[src/hdl/lotg_pkg.sv]
package lotg_pkg;

   // ----------------------------------------------------------------
   // register map (byte addresses)
   // ----------------------------------------------------------------
   localparam logic [7:0] LDO_CTRL_OFS    = 8'h00;
   localparam logic [7:0] LDO_STAT_OFS    = 8'h04;
   localparam logic [7:0] LDO_VSEL_OFS    = 8'h08;
   localparam logic [7:0] BUCK_VSEL_OFS   = 8'h0C;
   localparam logic [7:0] BOOST_VSEL_OFS  = 8'h10;
   localparam logic [7:0] SW_CTRL_OFS     = 8'h14;
   localparam logic [7:0] SW_STAT_OFS     = 8'h18;
   localparam logic [7:0] IRQ_STAT_OFS    = 8'h1C;
   localparam logic [7:0] IRQ_MASK_OFS    = 8'h20;
   localparam logic [7:0] VOUT_QUERY_OFS  = 8'h24;

   // ----------------------------------------------------------------
   // field positions
   // ----------------------------------------------------------------
   localparam int LDO_EN_POS    = 0;
   localparam int LDO_DIS_POS   = 4;
   localparam int LDO_FIE_POS   = 8;
   localparam int SW_VIN5_EN    = 0;
   localparam int SW_CHARGER_INPUT_EN   = 1;
   localparam int SW_VIN5_FIE   = 2;
   localparam int SW_CHARGER_INPUT_FIE  = 3;
   localparam int IRQ_VIN5_POS  = 4;
   localparam int IRQ_CHARGER_INPUT_POS = 5;
   localparam int IRQ_WIDTH     = 6;
   localparam int NUM_LDO       = 4;

   // ----------------------------------------------------------------
   // reset values
   // ----------------------------------------------------------------
   localparam logic [11:0] LDO_CTRL_RST   = 12'h000;
   localparam logic [23:0] LDO_VSEL_RST   = 24'h000000;
   localparam logic [17:0] BUCK_VSEL_RST  = 18'h00000;
   localparam logic [7:0]  BOOST_VSEL_RST = 8'h00;
   localparam logic [3:0]  SW_CTRL_RST    = 4'h0;

   // ----------------------------------------------------------------
   // timing: over-current hold-off
   // ----------------------------------------------------------------
   localparam longint CLK_HZ       = 25000000;
   localparam longint OC_TIME_MS   = 256;
   localparam longint OC_CYCLES_L  = (CLK_HZ * OC_TIME_MS) / 1000;
   localparam int     OC_CYCLES    = int'(OC_CYCLES_L);
   localparam int     OC_CNT_W     = 23;

   // ----------------------------------------------------------------
   // carriers
   // ----------------------------------------------------------------
   // first member is the top bits: enable sits in [3:0], fault enable in [11:8]
   typedef struct packed {
      logic [3:0] fault_irq_enable;
      logic [3:0] discharge;
      logic [3:0] enable;
   } lotg_ldo_ctrl_t;

   // vin5 enable lands in bit 0, charger_input fault enable in bit 3
   typedef struct packed {
      logic charger_input_switch_fault_irq_enable;
      logic vin5_switch_fault_irq_enable;
      logic charger_input_switch_enable;
      logic vin5_switch_enable;
   } lotg_sw_ctrl_t;

endpackage : lotg_pkg

[src/hdl/lotg_oc_timer.sv]
module lotg_oc_timer #(
   parameter int CYCLES = lotg_pkg::OC_CYCLES
) (
   input  wire logic clk,
   input  wire logic reset_n,
   input  wire logic over_limit,
   output logic      fire
);

   logic [lotg_pkg::OC_CNT_W-1:0] count_reg;

   // ----------------------------------------------------------------
   // persistence counter
   // ----------------------------------------------------------------
   // restarts on any dip below the limit; fire pulses once per episode
   always_ff @(posedge clk or negedge reset_n) begin
      if (!reset_n) begin
         count_reg <= '0;
      end else if (!over_limit) begin
         count_reg <= '0;
      end else if (count_reg < lotg_pkg::OC_CNT_W'(CYCLES)) begin
         count_reg <= count_reg + 1'b1;
      end
   end

   always_ff @(posedge clk or negedge reset_n) begin
      if (!reset_n) begin
         fire <= 1'b0;
      end else begin
         fire <= over_limit && (count_reg == lotg_pkg::OC_CNT_W'(CYCLES - 1));
      end
   end

   a_fire_after_count: assert property (@(posedge clk) disable iff (!reset_n)
      fire |-> $past(over_limit))
      else $error("over-current fire without over-limit");

   a_count_clear: assert property (@(posedge clk) disable iff (!reset_n)
      !over_limit |=> count_reg == '0)
      else $error("over-current count kept after limit dropped");

endmodule : lotg_oc_timer

[src/hdl/lotg_sync2.sv]
module lotg_sync2 #(
   parameter int W = 1
) (
   input  wire logic         clk,
   input  wire logic         reset_n,
   input  wire logic [W-1:0] d,
   output logic      [W-1:0] q
);

   logic [W-1:0] meta_reg;

   // first stage read only by the second
   always_ff @(posedge clk or negedge reset_n) begin
      if (!reset_n) begin
         meta_reg <= '0;
         q        <= '0;
      end else begin
         meta_reg <= d;
         q        <= meta_reg;
      end
   end

endmodule : lotg_sync2

[src/hdl/lotg_ctrl.sv]
// Notes on behaviour
// - each ldo has own enable bit
// - power-good reads 0 below 11% threshold
// - fault_irq_enable gates ldo regulation-loss interrupt
// - discharge path on when enabled and off
// - buck code: range base plus step
// - ldo code uses same six-bit map
// - boost code eight bits, capped 41.4 V
// - vin5 switch follows its enable bit
// - vin5 over-current 256 ms forces off
// - vin5 reclose needs 0 to 1 write
// - vin5 over-current raises interrupt when enabled
// - charger_input switch only while vin5 off
// - charger_input over-current 256 ms forces off
// - charger_input reclose needs 0 to 1 write
// - charger_input above 6 V forces switch off
// - charger_input over-current raises interrupt when enabled
//
// Design decisions made here: the placing of the registers and the APB slave port.
module lotg_ctrl (
   input  wire logic        clk,
   input  wire logic        reset_n,
   input  wire logic        psel,
   input  wire logic        penable,
   input  wire logic        pwrite,
   input  wire logic [7:0]  paddr,
   input  wire logic [31:0] pwdata,
   output logic      [31:0] prdata,
   output logic             pready,
   output logic             pslverr,
   input  wire logic [3:0]  ldo_below_threshold,
   input  wire logic        vin5_over_limit,
   input  wire logic        charger_input_over_limit,
   input  wire logic        charger_input_over_voltage,
   output logic      [3:0]  ldo_enable,
   output logic      [3:0]  ldo_discharge,
   output logic      [23:0] ldo_voltage_select_code,
   output logic      [17:0] buck_voltage_select_code,
   output logic      [7:0]  boost_voltage_select_code,
   output logic             boost_feed_bus_switch,
   output logic             charger_input_bus_switch,
   output logic             irq
);

   // ----------------------------------------------------------------
   // state
   // ----------------------------------------------------------------
   lotg_pkg::lotg_ldo_ctrl_t ldo_ctrl_reg;
   lotg_pkg::lotg_sw_ctrl_t  sw_ctrl_reg;
   logic [23:0]              ldo_vsel_reg;
   logic [17:0]              buck_vsel_reg;
   logic [7:0]               boost_vsel_reg;
   logic                     vin5_trip_reg;
   logic                     charger_input_trip_reg;
   logic [5:0]               irq_stat_reg;
   logic [5:0]               irq_mask_reg;
   logic [5:0]               query_code_reg;
   logic [3:0]               ldo_bad_s;
   logic [3:0]               ldo_bad_d_reg;
   logic                     vin5_ol_s;
   logic                     charger_input_ol_s;
   logic                     charger_input_ov_s;
   logic                     vin5_fire;
   logic                     charger_input_fire;
   logic                     wr_en;
   logic                     rd_en;
   logic                     addr_ok;
   logic [31:0]              rd_data;
   logic [5:0]               irq_set;

   // ----------------------------------------------------------------
   // decode functions
   // ----------------------------------------------------------------
   function automatic logic mapped(input logic [7:0] a);
      unique case (a)
         lotg_pkg::LDO_CTRL_OFS, lotg_pkg::LDO_STAT_OFS, lotg_pkg::LDO_VSEL_OFS,
         lotg_pkg::BUCK_VSEL_OFS, lotg_pkg::BOOST_VSEL_OFS, lotg_pkg::SW_CTRL_OFS,
         lotg_pkg::SW_STAT_OFS, lotg_pkg::IRQ_STAT_OFS, lotg_pkg::IRQ_MASK_OFS,
         lotg_pkg::VOUT_QUERY_OFS: mapped = 1'b1;
         default: mapped = 1'b0;
      endcase
   endfunction : mapped

   // six-bit code to millivolts, shared by buck and ldo
   function automatic logic [15:0] six_bit_mv(input logic [5:0] code);
      logic [15:0] base;
      logic [15:0] step;
      base = 16'h0000;
      step = 16'h0000;
      unique case (code[5:3])
         3'h0: begin base = 16'd600;  step = 16'd25;  end
         3'h1: begin base = 16'd800;  step = 16'd25;  end
         3'h2: begin base = 16'd1000; step = 16'd25;  end
         3'h3: begin base = 16'd1200; step = 16'd50;  end
         3'h4: begin base = 16'd1600; step = 16'd50;  end
         3'h5: begin base = 16'd2000; step = 16'd50;  end
         3'h6: begin base = 16'd2400; step = 16'd100; end
         3'h7: begin base = 16'd3200; step = 16'd100; end
      endcase
      six_bit_mv = 16'(base + step * {13'h0000, code[2:0]});
   endfunction : six_bit_mv

   // boost code to millivolts; top range clamps at 41.4 V
   function automatic logic [15:0] boost_mv(input logic [7:0] code);
      logic [15:0] v;
      v = 16'h0000;
      unique case (code[7:5])
         3'h0, 3'h1: v = 16'd3000;
         3'h2: v = 16'(16'd3000 + 16'd100 * {11'h000, code[4:0]});
         3'h3: v = 16'(16'd6200 + 16'd100 * {11'h000, code[4:0]});
         3'h4: v = 16'(16'd9400 + 16'd100 * {11'h000, code[4:0]});
         3'h5: v = 16'(16'd12600 + 16'd200 * {11'h000, code[4:0]});
         3'h6: v = 16'(16'd19000 + 16'd400 * {11'h000, code[4:0]});
         3'h7: v = (code[4:0] >= 5'h18) ? 16'd41400 :
                   16'(16'd31800 + 16'd400 * {11'h000, code[4:0]});
      endcase
      boost_mv = v;
   endfunction : boost_mv

   // ----------------------------------------------------------------
   // pin synchronisers
   // ----------------------------------------------------------------
   lotg_sync2 #(.W(7)) u_sync (
      .clk     (clk),
      .reset_n (reset_n),
      .d       ({ldo_below_threshold, vin5_over_limit, charger_input_over_limit,
                 charger_input_over_voltage}),
      .q       ({ldo_bad_s, vin5_ol_s, charger_input_ol_s, charger_input_ov_s})
   );

   lotg_oc_timer u_vin5_timer (
      .clk        (clk),
      .reset_n    (reset_n),
      .over_limit (vin5_ol_s),
      .fire       (vin5_fire)
   );

   lotg_oc_timer u_charger_input_timer (
      .clk        (clk),
      .reset_n    (reset_n),
      .over_limit (charger_input_ol_s),
      .fire       (charger_input_fire)
   );

   // ----------------------------------------------------------------
   // apb slave: zero wait states, error on unmapped address
   // ----------------------------------------------------------------
   assign addr_ok = mapped(paddr);
   assign wr_en   = psel && penable && pwrite && addr_ok;
   assign rd_en   = psel && !penable && !pwrite;

   always_comb begin
      rd_data = 32'h00000000;
      unique case (paddr)
         lotg_pkg::LDO_CTRL_OFS:   rd_data = {20'h00000, ldo_ctrl_reg};
         lotg_pkg::LDO_STAT_OFS:   rd_data = {28'h0000000, ~ldo_bad_s};
         lotg_pkg::LDO_VSEL_OFS:   rd_data = {8'h00, ldo_vsel_reg};
         lotg_pkg::BUCK_VSEL_OFS:  rd_data = {14'h0000, buck_vsel_reg};
         lotg_pkg::BOOST_VSEL_OFS: rd_data = {24'h000000, boost_vsel_reg};
         lotg_pkg::SW_CTRL_OFS:    rd_data = {28'h0000000, sw_ctrl_reg};
         lotg_pkg::SW_STAT_OFS:    rd_data = {26'h0000000, charger_input_ov_s, charger_input_trip_reg,
                                              vin5_trip_reg, charger_input_bus_switch,
                                              boost_feed_bus_switch, 1'b0};
         lotg_pkg::IRQ_STAT_OFS:   rd_data = {26'h0000000, irq_stat_reg};
         lotg_pkg::IRQ_MASK_OFS:   rd_data = {26'h0000000, irq_mask_reg};
         lotg_pkg::VOUT_QUERY_OFS: rd_data = {six_bit_mv(query_code_reg),
                                              boost_mv(boost_vsel_reg)};
         default:                  rd_data = 32'h00000000;
      endcase
   end

   // read data registered in setup so it is stable in the access phase
   always_ff @(posedge clk or negedge reset_n) begin
      if (!reset_n) begin
         prdata  <= 32'h00000000;
         pready  <= 1'b0;
         pslverr <= 1'b0;
      end else begin
         if (rd_en) begin
            prdata <= rd_data;
         end
         pready  <= psel && !penable;
         pslverr <= psel && !penable && !addr_ok;
      end
   end

   // ----------------------------------------------------------------
   // control registers
   // ----------------------------------------------------------------
   always_ff @(posedge clk or negedge reset_n) begin
      if (!reset_n) begin
         ldo_ctrl_reg   <= lotg_pkg::LDO_CTRL_RST;
         ldo_vsel_reg   <= lotg_pkg::LDO_VSEL_RST;
         buck_vsel_reg  <= lotg_pkg::BUCK_VSEL_RST;
         boost_vsel_reg <= lotg_pkg::BOOST_VSEL_RST;
         sw_ctrl_reg    <= lotg_pkg::SW_CTRL_RST;
         irq_mask_reg   <= '0;
         query_code_reg <= '0;
      end else if (wr_en) begin
         unique case (paddr)
            lotg_pkg::LDO_CTRL_OFS:   ldo_ctrl_reg   <= pwdata[11:0];
            lotg_pkg::LDO_VSEL_OFS:   ldo_vsel_reg   <= pwdata[23:0];
            lotg_pkg::BUCK_VSEL_OFS:  buck_vsel_reg  <= pwdata[17:0];
            lotg_pkg::BOOST_VSEL_OFS: boost_vsel_reg <= pwdata[7:0];
            lotg_pkg::SW_CTRL_OFS:    sw_ctrl_reg    <= pwdata[3:0];
            lotg_pkg::IRQ_MASK_OFS:   irq_mask_reg   <= pwdata[5:0];
            lotg_pkg::VOUT_QUERY_OFS: query_code_reg <= pwdata[5:0];
            default: ;
         endcase
      end
   end

   // ----------------------------------------------------------------
   // ldo, buck and boost outputs
   // ----------------------------------------------------------------
   always_ff @(posedge clk or negedge reset_n) begin
      if (!reset_n) begin
         ldo_enable                <= '0;
         ldo_discharge             <= '0;
         ldo_voltage_select_code   <= lotg_pkg::LDO_VSEL_RST;
         buck_voltage_select_code  <= lotg_pkg::BUCK_VSEL_RST;
         boost_voltage_select_code <= lotg_pkg::BOOST_VSEL_RST;
      end else begin
         ldo_enable                <= ldo_ctrl_reg.enable;
         ldo_discharge             <= ldo_ctrl_reg.discharge & ~ldo_ctrl_reg.enable;
         ldo_voltage_select_code   <= ldo_vsel_reg;
         buck_voltage_select_code  <= buck_vsel_reg;
         boost_voltage_select_code <= boost_vsel_reg;
      end
   end

   // ----------------------------------------------------------------
   // otg switches
   // ----------------------------------------------------------------
   // a trip latches until software writes the enable bit from 0 to 1
   always_ff @(posedge clk or negedge reset_n) begin
      if (!reset_n) begin
         vin5_trip_reg  <= 1'b0;
         charger_input_trip_reg <= 1'b0;
      end else begin
         if (vin5_fire) begin
            vin5_trip_reg <= 1'b1;
         end else if (wr_en && paddr == lotg_pkg::SW_CTRL_OFS &&
                      pwdata[lotg_pkg::SW_VIN5_EN] && !sw_ctrl_reg.vin5_switch_enable) begin
            vin5_trip_reg <= 1'b0;
         end
         if (charger_input_fire) begin
            charger_input_trip_reg <= 1'b1;
         end else if (wr_en && paddr == lotg_pkg::SW_CTRL_OFS &&
                      pwdata[lotg_pkg::SW_CHARGER_INPUT_EN] && !sw_ctrl_reg.charger_input_switch_enable) begin
            charger_input_trip_reg <= 1'b0;
         end
      end
   end

   // break-before-make: charger_input switch needs the vin5 switch already open
   always_ff @(posedge clk or negedge reset_n) begin
      if (!reset_n) begin
         boost_feed_bus_switch    <= 1'b0;
         charger_input_bus_switch <= 1'b0;
      end else begin
         boost_feed_bus_switch    <= sw_ctrl_reg.vin5_switch_enable && !vin5_trip_reg &&
                                     !vin5_fire;
         charger_input_bus_switch <= sw_ctrl_reg.charger_input_switch_enable && !charger_input_trip_reg &&
                                     !charger_input_fire && !charger_input_ov_s &&
                                     !boost_feed_bus_switch &&
                                     !(sw_ctrl_reg.vin5_switch_enable &&
                                       !vin5_trip_reg);
      end
   end

   // ----------------------------------------------------------------
   // interrupts: sticky status, write one to clear, set wins
   // ----------------------------------------------------------------
   always_ff @(posedge clk or negedge reset_n) begin
      if (!reset_n) begin
         ldo_bad_d_reg <= '0;
      end else begin
         ldo_bad_d_reg <= ldo_bad_s;
      end
   end

   always_comb begin
      irq_set = {charger_input_fire && sw_ctrl_reg.charger_input_switch_fault_irq_enable,
                 vin5_fire && sw_ctrl_reg.vin5_switch_fault_irq_enable,
                 ldo_bad_s & ~ldo_bad_d_reg & ldo_ctrl_reg.enable &
                 ldo_ctrl_reg.fault_irq_enable};
   end

   always_ff @(posedge clk or negedge reset_n) begin
      if (!reset_n) begin
         irq_stat_reg <= '0;
      end else if (wr_en && paddr == lotg_pkg::IRQ_STAT_OFS) begin
         irq_stat_reg <= (irq_stat_reg & ~pwdata[5:0]) | irq_set;
      end else begin
         irq_stat_reg <= irq_stat_reg | irq_set;
      end
   end

   always_ff @(posedge clk or negedge reset_n) begin
      if (!reset_n) begin
         irq <= 1'b0;
      end else begin
         irq <= |(irq_stat_reg & irq_mask_reg);
      end
   end

   // ----------------------------------------------------------------
   // checks
   // ----------------------------------------------------------------
   a_switch_interlock: assert property (@(posedge clk) disable iff (!reset_n)
      !(boost_feed_bus_switch && charger_input_bus_switch))
      else $error("both otg switches closed");

   a_charger_input_ovp_off: assert property (@(posedge clk) disable iff (!reset_n)
      charger_input_ov_s |=> !charger_input_bus_switch)
      else $error("charger_input switch closed under over-voltage");

   a_vin5_trip_off: assert property (@(posedge clk) disable iff (!reset_n)
      vin5_fire |=> !boost_feed_bus_switch ##1 !boost_feed_bus_switch)
      else $error("vin5 switch still closed after trip");

   a_vin5_stay_off: assert property (@(posedge clk) disable iff (!reset_n)
      (vin5_trip_reg && !wr_en) |=> !boost_feed_bus_switch)
      else $error("vin5 switch reclosed without rearm");

   a_charger_input_trip_off: assert property (@(posedge clk) disable iff (!reset_n)
      charger_input_fire |=> !charger_input_bus_switch)
      else $error("charger_input switch still closed after trip");

   a_charger_input_stay_off: assert property (@(posedge clk) disable iff (!reset_n)
      (charger_input_trip_reg && !wr_en) |=> !charger_input_bus_switch)
      else $error("charger_input switch reclosed without rearm");

   a_vin5_irq_set: assert property (@(posedge clk) disable iff (!reset_n)
      (vin5_fire && sw_ctrl_reg.vin5_switch_fault_irq_enable)
      |=> irq_stat_reg[lotg_pkg::IRQ_VIN5_POS])
      else $error("vin5 fault status not set");

   a_charger_input_irq_set: assert property (@(posedge clk) disable iff (!reset_n)
      (charger_input_fire && sw_ctrl_reg.charger_input_switch_fault_irq_enable)
      |=> irq_stat_reg[lotg_pkg::IRQ_CHARGER_INPUT_POS])
      else $error("charger_input fault status not set");

   a_irq_merge: assert property (@(posedge clk) disable iff (!reset_n)
      |(irq_stat_reg & irq_mask_reg) |=> irq)
      else $error("irq not raised for pending source");

   a_discharge_off: assert property (@(posedge clk) disable iff (!reset_n)
      ldo_discharge != 4'h0 |-> (ldo_discharge & ldo_enable) == 4'h0 ||
      $past(ldo_ctrl_reg.enable) != ldo_enable)
      else $error("discharge on while ldo enabled");

endmodule : lotg_ctrl

[config.mk]
export PLATFORM = sky130hd
export DESIGN_NAME = lotg_ctrl
export DESIGN_NICKNAME = d
export VERILOG_FILES = /design/src/hdl/lotg_pkg.sv /design/src/hdl/lotg_oc_timer.sv /design/src/hdl/lotg_sync2.sv /design/src/hdl/lotg_ctrl.sv
export SDC_FILE = /design/constraint.sdc
export NUM_CORES = 1
export LEC_CHECK = 0
export ABC_CLOCK_PERIOD_IN_PS = 7500
export BUFFER_PORTS_ARGS = -buffer_cell sky130_fd_sc_hd__clkbuf_2
export CAP_MARGIN = 20
export CORE_MARGIN = 1.5
export CORE_UTILIZATION = 40
export DETAILED_ROUTE_END_ITERATION = 12
export PLACE_DENSITY_LB_ADDON = 0.25
export SLEW_MARGIN = 40
export SYNTH_ARGS = -nofsm -noshare
export SYNTH_HDL_FRONTEND = slang
export SYNTH_HIERARCHICAL = 1
export SYNTH_SLANG_ARGS = --single-unit
[constraint.sdc]
create_clock -name clk -period 7.5 [get_ports clk]
set_input_delay 1.5 -clock clk [delete_from_list [all_inputs] [get_ports clk]]
set_output_delay 1.5 -clock clk [all_outputs]
set_load 0.03 [all_outputs]
==> flow_metrics.py <==
metrics = {
    "yosys": {
        "syn_area_mm2": 0.0124,
        "synth.area.top_cells": "dfrtp_1, mux2_2, ha_1, nand2_1, a21oi_1",
        "synth_seq_cells": 244,
        "synth_top_area_share_pct": 49.2,
        "synth_top_area_cell": "dfrtp_1",
        "ys.flop_type": "dfrtp_1",
        "synth_warnings": 6,
        "avgSynthCellArea_um2": 11.0,
        "synth-async-reset-ratio_pct": 100,
        "yosysUniqueCellTypes": 84,
        "syn_inst": 1134,
        "synth-seq-area-share_pct": 49.2,
        "synth_edf_count": 0,
    },
    "sta": {
        "period_needed_ns": 4.36,
        "tightest_slew_ns": 0.865,
        "max_clock_freq_mhz": 229,
        "skew_ns": 0.0215,
        "timing.final.crit_share_pct": 58.1,
        "finalSetupTns_ns": 0,
        "hold_viol": 0,
        "maxSlewViolCount": 0,
        "rsz0062_at_grt": "false",
        "setup_violations": 0,
        "worst_slack_ns": 3.14,
        "relSlewSlack_pct": 42.0,
    },
    "clocking": {
        "cts_setup_buffers": 0,
        "hold_buffers": 0,
        "cts_made_buffers": 27,
        "htreeDepth": 1,
        "cts_resized": 0,
        "clockBufferDepth": 3,
        "clock_latency_ns": 0.54,
        "clk_pin_slew_worst_paths_ns": 0.07,
        "clockRootBuffer": "clkbuf_16",
        "cts_tree": "yes",
        "cts_sinks": 244,
    },
    "cells_and_area": {
        "largest_reg_flops": 29,
        "finish.utilization_pct": 47.3,
        "nets": 1362,
        "layout-drive-gt1-share_pct": 24.0,
        "final_cell_area_mm2": 0.0145,
        "area_delta_synth_final_pct": 16.6,
    },
    "floorplan": {
        "core_area_mm2": 0.0306,
        "rows": 64,
        "die_area_mm2": 0.0321,
        "die_x_um": 179,
        "initial_core_util_pct": 40.6,
        "die_h_um": 179,
        "ios": 147,
    },
    "worst_setup_path": {
        "critical_path_class": "flip-flop to flip-flop",
        "crit_family": "compound AO/OA/AOI/OAI gates",
        "cp_num_buf_inv": 1,
        "cp.required_ns": 7.89,
        "crit_path_max_fanout": 18,
        "crit_path_max_incr_delay_ns": 0.62,
        "cpMostUsedCell": "ha_1",
        "cp-end-kind": "flip-flop",
        "crit_arrival_ns": 4.75,
        "cp_slowest_cell": "dfrtp_1",
        "crit_chain": "inv_1 > ha_1 > ha_1 > ha_1 > a211oi_2 > o21ba_1 > or2_1 > o31a_1 > o32ai_1 > a2111oi_0 > o211ai_1",
        "critPathLaunchType": "flip-flop",
    },
    "placement": {
        "hpwl_um": 23500,
        "portBuffers": 135,
        "postPlaceCellArea_mm2": 0.0135,
        "gp_congestion": 0.934,
        "pre_cts_ws_ns": 3.24,
    },
    "power_and_ir_drop": {
        "p_leak_nw": 6.59,
        "p_total_mw": 2.89,
        "power_density_mw_per_mm2": 200,
        "peakVddDrop_uv": 204,
    },
    "route": {
        "drt_iter0_drc": 819,
        "drt-vias-per-instance": 5.70,
        "vias": 9559,
        "drc": 0,
        "wl_per_cell_um": 19.7,
        "ant_nets": 0,
        "dr.pass1.iters": 5,
        "wl_um": 33000,
    },
    "hold_path": {
        "hold_path_class": "flip-flop to flip-flop",
    },
    "grt": {
        "grt_usage_pct": 20.7,
        "grt_antenna_before_repair": 3,
        "grt_pass1_wl_um": 51800,
        "grt_pass1_vias": 9331,
        "grt_start_max_net_pins": 136,
        "overflow": 0,
    },
    "run_status": {
        "status": "complete, no violations",
    },
    "job": {
        "cap_viol_max_count": 0,
    },
}
[where the power goes]
part           switching, mW  total, mW  internal [mW]
sequential            0.0121       1.35           1.33
clock                  0.539       1.41          0.871
combinational          0.100      0.138         0.0382
[cells by family after synthesis]
logic type | after synthesis | share of synthesized area (%)
other | 1 | 0.0302
AOI/OAI and AO/OA | 282 | 15.0
xor gates and xnor gates | 33 | 2.39
DFF | 244 | 49.2
and+or+nand+nor | 332 | 15.2
adders and majority gates | 49 | 5.72
muxes | 102 | 9.13
buffers and inverters | 91 | 3.37
[synthesized netlist by cell type (4+ instances only)]
library cell / count
a2111oi_0: 4
a211oi_1: 5
a21o_1: 8
a21oi_1: 63
a221oi_1: 8
a22o_1: 5
a22oi_1: 23
a31oi_1: 9
and2_1: 13
and3_1: 4
and4_1: 5
buf_1: 4
buf_2: 10
buf_4: 7
buf_6: 5
clkbuf_1: 29
dfrtp_1: 244
fa_1: 13
ha_1: 36
inv_1: 34
mux2_2: 78
mux2i_1: 21
nand2_1: 95
nand2b_1: 13
nand3_1: 27
nand3b_1: 6
nand4_1: 12
nand4_2: 4
nand4b_1: 4
nor2_1: 48
nor2b_1: 13
nor3_1: 15
nor4_1: 12
o211ai_1: 9
o21a_1: 8
o21ai_0: 61
o21ai_1: 4
o221ai_1: 4
o22ai_1: 11
o31ai_1: 27
or3_1: 12
or4_1: 26
xnor2_1: 23
xor2_1: 9
[layer usage]
metal	wire (µm)	track usage, %
met1	14300	27.7
met2	16000	34.4
met3	1800	3.54
met4	869	6.27
met5	13	0
[through the flow]
stage	instances	hold slack, ns
after global routing	1677	0.352
after global placement	1625	0.333
after CTS	1675	0.348
after detailed placement	1627	0.335
final	1678	0.346
after floorplan	1136	0.331
[placed cells by master, fill, tap and decap left out, types with 21 or more instances in the layout]
cell type	synthesis	final
or4_1	26	26
a21oi_1	63	63
dfrtp_1	244	244
clkbuf_16	0	27
o31ai_1	27	27
clkbuf_2	0	134
mux2i_1	21	21
o21ai_0	61	61
nand2_1	95	95
nand3_1	27	27
ha_1	36	36
inv_1	34	34
a22oi_1	23	23
xnor2_1	23	22
mux2_2	78	78
nor2_1	48	47
[area by class of cell]
class | count | area, µm²
clock buffer | 34 | 742
sequential | 244 | 6110
tap | 396 | 495
antenna | 2 | 5.00
multi-input combinational | 801 | 5950
clock inverter | 14 | 205
fill | 2916 | 16100
timing repair buffer | 151 | 842
inverter | 36 | 135
[final timing paths]
kind / from / end / slack [ns] / cells past startpoint
worst max-delay path: boost_vsel_reg[1]$_DFFE_PN0P_ / prdata[11]$_DFFE_PN0P_ / 3.14 / 11
worst min-delay path: u_sync/meta_reg[1]$_DFF_PN0_ / u_sync/q[1]$_DFF_PN0_ / 0.35 / 0
worst max register to register: boost_vsel_reg[1]$_DFFE_PN0P_ / prdata[11]$_DFFE_PN0P_ / 3.14 / 11
worst min register to register: u_sync/meta_reg[1]$_DFF_PN0_ / u_sync/q[1]$_DFF_PN0_ / 0.35 / 0
max in group asynchronous: reset_n / u_vin5_timer/count_reg[7]$_DFFE_PN0P_ / 5.52 / 2
min in group asynchronous: reset_n / prdata[10]$_DFFE_PN0P_ / 0.87 / 1
Power figures use the tool's default switching activity.
